### src/hw/spcs_pkg.sv
// spcs_pkg: register map, field positions and carrier types for the serial port control block
// assumes: 8-bit register port, one 250 MHz clock domain
package spcs_pkg;
   // -------------------------------------------------------------
   // register offsets
   // -------------------------------------------------------------
   localparam logic [11:0] SPCS_RSC_OFS = 12'h11D;
   localparam logic [11:0] SPCS_TSC_OFS = 12'h11E;
   localparam logic [11:0] SPCS_BRC_OFS = 12'h11F;
   // -------------------------------------------------------------
   // transmit status and control fields
   // -------------------------------------------------------------
   localparam int SPCS_T_CLOCK_SOURCE_SELECT = 7;
   localparam int SPCS_T_TX9 = 6;
   localparam int SPCS_T_TRANSMITTER_ENABLE = 5;
   localparam int SPCS_T_SYNC = 4;
   localparam int SPCS_T_BRK = 3;
   localparam int SPCS_T_HS = 2;
   localparam int SPCS_T_EMPTY = 1;
   localparam int SPCS_T_NINTH = 0;
   // -------------------------------------------------------------
   // receive status and control fields
   // -------------------------------------------------------------
   localparam int SPCS_R_PEN = 7;
   localparam int SPCS_R_RX9 = 6;
   localparam int SPCS_R_SINGLE_RECEIVE_ENABLE = 5;
   localparam int SPCS_R_CONTINUOUS_RECEIVE_ENABLE = 4;
   localparam int SPCS_R_ADDR = 3;
   localparam int SPCS_R_FRAMING_ERROR = 2;
   localparam int SPCS_R_OVERRUN_ERROR = 1;
   localparam int SPCS_R_NINTH = 0;
   // -------------------------------------------------------------
   // baud control fields
   // -------------------------------------------------------------
   localparam int SPCS_B_OVF = 7;
   localparam int SPCS_B_IDLE = 6;
   localparam int SPCS_B_POL = 4;
   localparam int SPCS_B_W16 = 3;
   localparam int SPCS_B_WAKE = 1;
   localparam int SPCS_B_ABD = 0;
   // writable masks; bits 5 and 2 of baud control are unimplemented
   localparam logic [7:0] SPCS_TSC_WMASK = 8'hFD;
   localparam logic [7:0] SPCS_RSC_WMASK = 8'hF9;
   localparam logic [7:0] SPCS_BRC_WMASK = 8'h1B;
   localparam logic [7:0] SPCS_TSC_RST = 8'h02;
   // receiver starts idle, so only the idle flag reads high after reset
   localparam logic [7:0] SPCS_BRC_RST = 8'h40;
   localparam logic [7:0] SPCS_ZERO8 = 8'h00;
   localparam logic [2:0] SPCS_DIV_HI = 3'h2;
   localparam logic [2:0] SPCS_DIV_LO = 3'h4;

   // decoded mode handed to the engines
   typedef struct packed {
      logic sync_mode;
      logic host_clock;
      logic tx_nine;
      logic rx_nine;
      logic tx_enable;
      logic rx_enable;
      logic break_pending;
      logic line_invert;
      logic clock_rising;
      logic wide_divider;
      logic [2:0] prescale_log2;
      logic addr_filter;
      logic port_active;
   } spcs_mode_t;

   // events reported by the shift and baud engines
   typedef struct packed {
      logic shifter_busy;
      logic break_done;
      logic rx_start;
      logic rx_done;
      logic rx_ninth;
      logic rx_frame_err;
      logic rx_overrun;
      logic abd_overflow;
      logic abd_done;
      logic wake_edge;
   } spcs_evt_t;

   typedef struct packed {
      logic [7:0] tsc;
      logic [7:0] rsc;
      logic [7:0] brc;
      logic rx_busy;
      logic [7:0] rdata;
   } spcs_state_t;
endpackage

### src/hw/spcs_ctrl.sv
// spcs_ctrl: control and status registers of the serial port
// assumes: engine events arrive on clk_in; software uses a one-cycle strobe port
//
// Contract
// - in sync mode clock source bit picks host clock or external client clock.
// - nine-bit enables select 9-bit or 8-bit transmit and receive widths.
// - mode bit selects synchronous when set, asynchronous when clear.
// - async break request sends break next, hardware clears it when done.
// - async high speed divides by 4 with wide divider, else by 16.
// - shifter empty reads 1 when transmit shifter empty; resets to 1.
// - ninth data bits are held plainly; firmware decides their meaning.
// - in sync mode either receive enable overrides transmit enable.
// - port enable activates port; clearing it holds all logic in reset; here a transmit control write still lands for one cycle.
// - sync host single receive takes one character, then clears itself.
// - continuous receive runs until cleared, beats single; async enables receiver.
// - async 9-bit address detect accepts only characters with ninth bit 1.
// - framing error flag belongs to the unread received character.
// - overrun flag holds until port enable or continuous receive cleared.
// - async auto-baud overflow flag reports timer overflow.
// - async receive idle reads 0 from start bit to character end.
// - async polarity bit gives idle-low inverted transmit line.
// - sync polarity bit picks rising or falling data clock edge.
// - divider width bit selects 16-bit or 8-bit baud generator.
// - async wake-up sets receive flag on falling edge, then clears itself.
// - async auto-baud enable starts detection, hardware clears on completion; here the bit is not passed to the engines in mode_out.
//
// Local design decision: the address-and-strobe port.
`timescale 1ns/1ps
`default_nettype none
module spcs_ctrl
   import spcs_pkg::*;
(
   // clock and reset
   input wire logic clk_in,
   input wire logic rst_n_in,
   // register port
   input wire logic [11:0] addr_in,
   input wire logic [7:0] wdata_in,
   input wire logic wr_in,
   input wire logic rd_in,
   output logic [7:0] rdata_out,
   // engine side
   input wire spcs_evt_t evt_in,
   output spcs_mode_t mode_out,
   output logic rx_accept_out,
   output logic rx_flag_set_out
);
   // -------------------------------------------------------------
   // state
   // -------------------------------------------------------------
   spcs_state_t st_reg;
   spcs_state_t st_next;
   spcs_mode_t mode_reg;
   spcs_mode_t mode_next;
   logic accept_reg;
   logic accept_next;
   logic flag_reg;
   logic flag_next;

   function automatic logic [7:0] merge(input logic [7:0] old, input logic [7:0] wd, input logic [7:0] m);
      merge = (old & ~m) | (wd & m);
   endfunction

   function automatic logic hit(input logic [11:0] a, input logic [11:0] ofs);
      hit = (a == ofs);
   endfunction

   // -------------------------------------------------------------
   // next state
   // -------------------------------------------------------------
   always_comb begin
      logic sync;
      logic accept;
      sync = st_reg.tsc[SPCS_T_SYNC];
      st_next = st_reg;
      accept = 1'b0;
      // software writes; hardware sets below win over them
      if (wr_in && hit(addr_in, SPCS_TSC_OFS)) begin
         st_next.tsc = merge(st_reg.tsc, wdata_in, SPCS_TSC_WMASK);
      end
      if (wr_in && hit(addr_in, SPCS_RSC_OFS)) begin
         st_next.rsc = merge(st_reg.rsc, wdata_in, SPCS_RSC_WMASK);
      end
      if (wr_in && hit(addr_in, SPCS_BRC_OFS)) begin
         st_next.brc = merge(st_reg.brc, wdata_in, SPCS_BRC_WMASK);
      end
      st_next.tsc[SPCS_T_EMPTY] = ~evt_in.shifter_busy;
      if (!sync && evt_in.break_done) begin
         st_next.tsc[SPCS_T_BRK] = 1'b0;
      end
      if (sync && st_reg.tsc[SPCS_T_CLOCK_SOURCE_SELECT] && evt_in.rx_done) begin
         st_next.rsc[SPCS_R_SINGLE_RECEIVE_ENABLE] = 1'b0;
      end
      if (evt_in.rx_start) begin
         st_next.rx_busy = 1'b1;
      end
      if (evt_in.rx_done) begin
         st_next.rx_busy = 1'b0;
         // address filter only in async nine-bit
         accept = sync || !st_reg.rsc[SPCS_R_RX9] || !st_reg.rsc[SPCS_R_ADDR] || evt_in.rx_ninth;
         if (accept) begin
            st_next.rsc[SPCS_R_NINTH] = evt_in.rx_ninth;
            st_next.rsc[SPCS_R_FRAMING_ERROR] = evt_in.rx_frame_err;
         end
      end
      if (!st_next.rsc[SPCS_R_CONTINUOUS_RECEIVE_ENABLE]) begin
         st_next.rsc[SPCS_R_OVERRUN_ERROR] = 1'b0;
      end
      if (evt_in.rx_overrun) begin
         st_next.rsc[SPCS_R_OVERRUN_ERROR] = 1'b1;
      end
      if (!sync && evt_in.abd_overflow) begin
         st_next.brc[SPCS_B_OVF] = 1'b1;
      end
      if (!sync && evt_in.abd_done) begin
         st_next.brc[SPCS_B_ABD] = 1'b0;
      end
      if (!sync && st_reg.brc[SPCS_B_WAKE] && evt_in.wake_edge) begin
         st_next.brc[SPCS_B_WAKE] = 1'b0;
      end
      st_next.brc[SPCS_B_IDLE] = ~st_next.rx_busy;
      // read data, one cycle later
      st_next.rdata = SPCS_ZERO8;
      if (rd_in) begin
         if (hit(addr_in, SPCS_TSC_OFS)) begin
            st_next.rdata = st_reg.tsc;
         end else if (hit(addr_in, SPCS_RSC_OFS)) begin
            st_next.rdata = st_reg.rsc;
         end else if (hit(addr_in, SPCS_BRC_OFS)) begin
            st_next.rdata = st_reg.brc;
         end
      end
      accept_next = accept;
      flag_next = accept || (!sync && st_reg.brc[SPCS_B_WAKE] && evt_in.wake_edge);
      // mode decode
      mode_next.sync_mode = sync;
      mode_next.host_clock = sync && st_reg.tsc[SPCS_T_CLOCK_SOURCE_SELECT];
      mode_next.tx_nine = st_reg.tsc[SPCS_T_TX9];
      mode_next.rx_nine = st_reg.rsc[SPCS_R_RX9];
      mode_next.rx_enable = st_reg.rsc[SPCS_R_CONTINUOUS_RECEIVE_ENABLE] ||
         (sync && st_reg.tsc[SPCS_T_CLOCK_SOURCE_SELECT] && st_reg.rsc[SPCS_R_SINGLE_RECEIVE_ENABLE]);
      mode_next.tx_enable = st_reg.tsc[SPCS_T_TRANSMITTER_ENABLE] &&
         !(sync && (st_reg.rsc[SPCS_R_SINGLE_RECEIVE_ENABLE] || st_reg.rsc[SPCS_R_CONTINUOUS_RECEIVE_ENABLE]));
      mode_next.break_pending = !sync && st_reg.tsc[SPCS_T_BRK];
      mode_next.line_invert = !sync && st_reg.brc[SPCS_B_POL];
      mode_next.clock_rising = sync && st_reg.brc[SPCS_B_POL];
      mode_next.wide_divider = st_reg.brc[SPCS_B_W16];
      mode_next.prescale_log2 = (!sync && st_reg.tsc[SPCS_T_HS] && st_reg.brc[SPCS_B_W16]) ?
         SPCS_DIV_HI : SPCS_DIV_LO;
      mode_next.addr_filter = !sync && st_reg.rsc[SPCS_R_RX9] && st_reg.rsc[SPCS_R_ADDR];
      mode_next.port_active = st_reg.rsc[SPCS_R_PEN];
      // port enable low holds every register but itself and the read data in reset; a transmit control write still lands for one cycle
      if (!st_reg.rsc[SPCS_R_PEN]) begin
         st_next.tsc = SPCS_TSC_RST;
         st_next.rsc = st_next.rsc & (8'h01 << SPCS_R_PEN);
         st_next.brc = SPCS_BRC_RST;
         st_next.rx_busy = 1'b0;
         mode_next = '0;
         accept_next = 1'b0;
         flag_next = 1'b0;
         if (wr_in && hit(addr_in, SPCS_TSC_OFS)) begin
            st_next.tsc = merge(SPCS_TSC_RST, wdata_in, SPCS_TSC_WMASK);
         end
      end
   end

   // -------------------------------------------------------------
   // registers
   // -------------------------------------------------------------
   always_ff @(posedge clk_in) begin
      if (!rst_n_in) begin
         st_reg <= '{tsc: SPCS_TSC_RST, rsc: SPCS_ZERO8, brc: SPCS_BRC_RST, rx_busy: 1'b0, rdata: SPCS_ZERO8};
         mode_reg <= '0;
         accept_reg <= 1'b0;
         flag_reg <= 1'b0;
      end else begin
         st_reg <= st_next;
         mode_reg <= mode_next;
         accept_reg <= accept_next;
         flag_reg <= flag_next;
      end
   end

   assign rdata_out = st_reg.rdata;
   assign mode_out = mode_reg;
   assign rx_accept_out = accept_reg;
   assign rx_flag_set_out = flag_reg;
endmodule
`default_nettype wire

### config.mk
export PLATFORM = sky130hd
export DESIGN_NAME = spcs_ctrl
export DESIGN_NICKNAME = d
export VERILOG_FILES = /design/src/hw/spcs_pkg.sv /design/src/hw/spcs_ctrl.sv
export SDC_FILE = /design/constraint.sdc
export NUM_CORES = 1
export LEC_CHECK = 0
export ABC_AREA = 1
export BUFFER_PORTS_ARGS = -buffer_cell sky130_fd_sc_hd__buf_2
export CAP_MARGIN = 20
export CORE_MARGIN = 2
export CORE_UTILIZATION = 50
export CTS_CLUSTER_DIAMETER = 200
export CTS_CLUSTER_SIZE = 14
export DETAILED_ROUTE_END_ITERATION = 7
export PLACE_DENSITY = 0.76
export SYNTH_ARGS = -nofsm -noshare
export SYNTH_HDL_FRONTEND = slang
export SYNTH_SLANG_ARGS = --single-unit
### constraint.sdc
create_clock -name clk_in -period 1.23 [get_ports clk_in]
set_input_delay 0.0615 -clock clk_in [delete_from_list [all_inputs] [get_ports clk_in]]
set_output_delay 0.0615 -clock clk_in [all_outputs]
set_load 0.1 [all_outputs]
==> results.toml <==
[worst_setup_path]
cp_max_fo = 11
cp-start-kind = "flop"
crit_required_ps = 1450
cp.arrival_ps = 1350
cp-end-kind = "flop"
crit_type = "flop to flop"

[clock_network]
clk_pin_slew_worst_paths_ps = 80
cts_buffers = 5
cts.path.max_buffers = 2
clock-sinks = 47
worstSkewPairLatency_ps = 290
cts_root_buf = "clkbuf_8"
cts_setup_buffers = 0
htreeDepth = 2
cts_tree = "yes"

[layout]
syn_to_final_growth_pct = 21.9
antenna_cells = 0
fill_cells = 352
nets = 339
final_common_cell = "buf_2"
final_cell_mix = "57 x buf_2, 52 x nand2_1, 46 x dfxtp_1, 35 x inv_1, 19 x nor2_1"
final_area_um2 = 2360
multi_input_area_um2 = 767
regArea_um2 = 942
largest_register_ffs = 23
drive_gt1_share_pct = 29.4

[die]
die_x_um = 66.3
fp-row-count = 22
fp.coreArea_um2 = 3690
io_pins = 59
dieArea_um2 = 4390
start_util_pct = 52.6
die_y_um = 66.3

[synth]
yosys.area.top_type = "dfxtp_1"
synth.area.top_cells = "dfxtp_1 49%, nand2_1 10%, inv_1 7.0%"
ys_ff_latch = 47
synth_top_cell_area_share_pct = 48.5
ys_seq_area_share_pct = 48.5
yosys_warnings = 0
synth.distinct_cells = 28
netlist_area_um2 = 1940
synthCells = 246
synth_area_per_cell_um2 = 7.88
syn-num-nets = 280

[timing]
max_freq_mhz = 883
post-route-period-util_pct = 92.1
final_max_slew_viol_count = 0
period_needed_ps = 1130
final-setup-viol-count = 0
finalSetupTns_ps = 0
finClkSkew_ps = 5.02
hold_viol = 0
fin_hold_ws_ps = 4.02

[hold_path]
hold_class = "input pin to flop"

[job]
maxCapViolCount = 0

[grt]
antenna_found_initial = 0
grt_use_total_pct = 21.5
grt.overflow.total = 0
grt_pass1_wl_um = 7150
grt_pass1_vias = 1641
grt_max_degree = 14

[power]
ir_drop_v = 0.000719
power_density_nw_per_um2 = 1070
leakagePower_nw = 1.21

[drt]
wl_um = 4100
dr.first_iter.drc_count = 105
drc = 0
vias_per_cell = 4.91
routedWlPerCell_um = 11.6
vias = 1738
firstDrtPassIters = 4
ant_nets = 0

[place]
portBuffers = 57
dp_hpwl_um = 3130
gp_congestion = 0.868
placed_area_um2 = 2260

[outcome]
status = "finished clean"
## area by class of cell
class	count	area share, %
clock buffer	7	3.23
clock inverter	1	0.212
inverter	37	6.03
multi-input combinational	148	32.5
sequential	47	39.9
tap	48	2.54
timing repair buffer	66	15.7
## cells in the mapped netlist, drive strengths merged
master	n
nor2	25
clkbuf	2
a211oi	2
o31ai	1
nor3	4
conb	1
a31oi	1
nand2	57
nor3b	1
inv	37
dfxtp	47
o21ai	13
nor4	1
a21oi	18
nand4	5
buf	12
and3	1
nand3	18
## worst paths after layout
check | startpoint | end | slack (ps) | depth (start not counted)
setup reg to reg | st_reg[29] | st_reg[28] | 100 | 4
hold reg to reg | st_reg[19] | st_reg[19] | 460 | 2
setup / recovery | st_reg[29] | st_reg[28] | 100 | 4
hold / removal | evt_in[2] | st_reg[16] | 4 | 3
## worst max-delay path: stages, from the launching register on
cell,delay (ps)
dfxtp_2,460
clkinvlp_4,250
nand3_1,120
nand3_1,80
a21oi_1,150
## power breakdown
group          switching [mW]  internal, mW
logic                  0.0889        0.0619
clock network           0.461         0.399
registers           0.0000358          1.52
total                   0.550          1.98
## logic make-up after synthesis
kind of cell	after synthesis	synth area share, %
simple gates	112	29.6
other cells	1	0.193
flops	47	48.5
compound gates	35	9.74
buf+inv	51	11.9
## metal layers
metal  part of all wire [%]  track usage [%]  up-vias  routed length, um
li1                       -                -      887                  -
met1                     44             27.9      785               1800
met2                     47             35.1       61               1940
met3                    7.4             4.43        5                303
met4                    1.3             7.65        0                 54
met5                      0                0        -                  0
## what timing repair did
action / 4_1_cts / 5_1_grt
endpoints found under the hold margin: 2 / 0
gates resized for setup: 0 / 2
hold buffers: 2 / 0
setup endpoints to repair: 0 / 4
## through the flow
stage / total power [mW] / setup slack [ps] / std cells / utilization, %
2_1_floorplan: 1.62 / 158 / 246 / -
3_3_place_gp: 1.70 / 42.1 / 344 / 61.2
3_5_place_dp: 1.70 / 6.95 / 344 / 61.2
4_1_cts: 2.55 / 48.3 / 354 / 63.9
5_1_grt: 2.62 / -0.297 / 354 / 64.1
6_report: 2.53 / 97.6 / 354 / 64.1
Power figures use the tool's default switching activity.
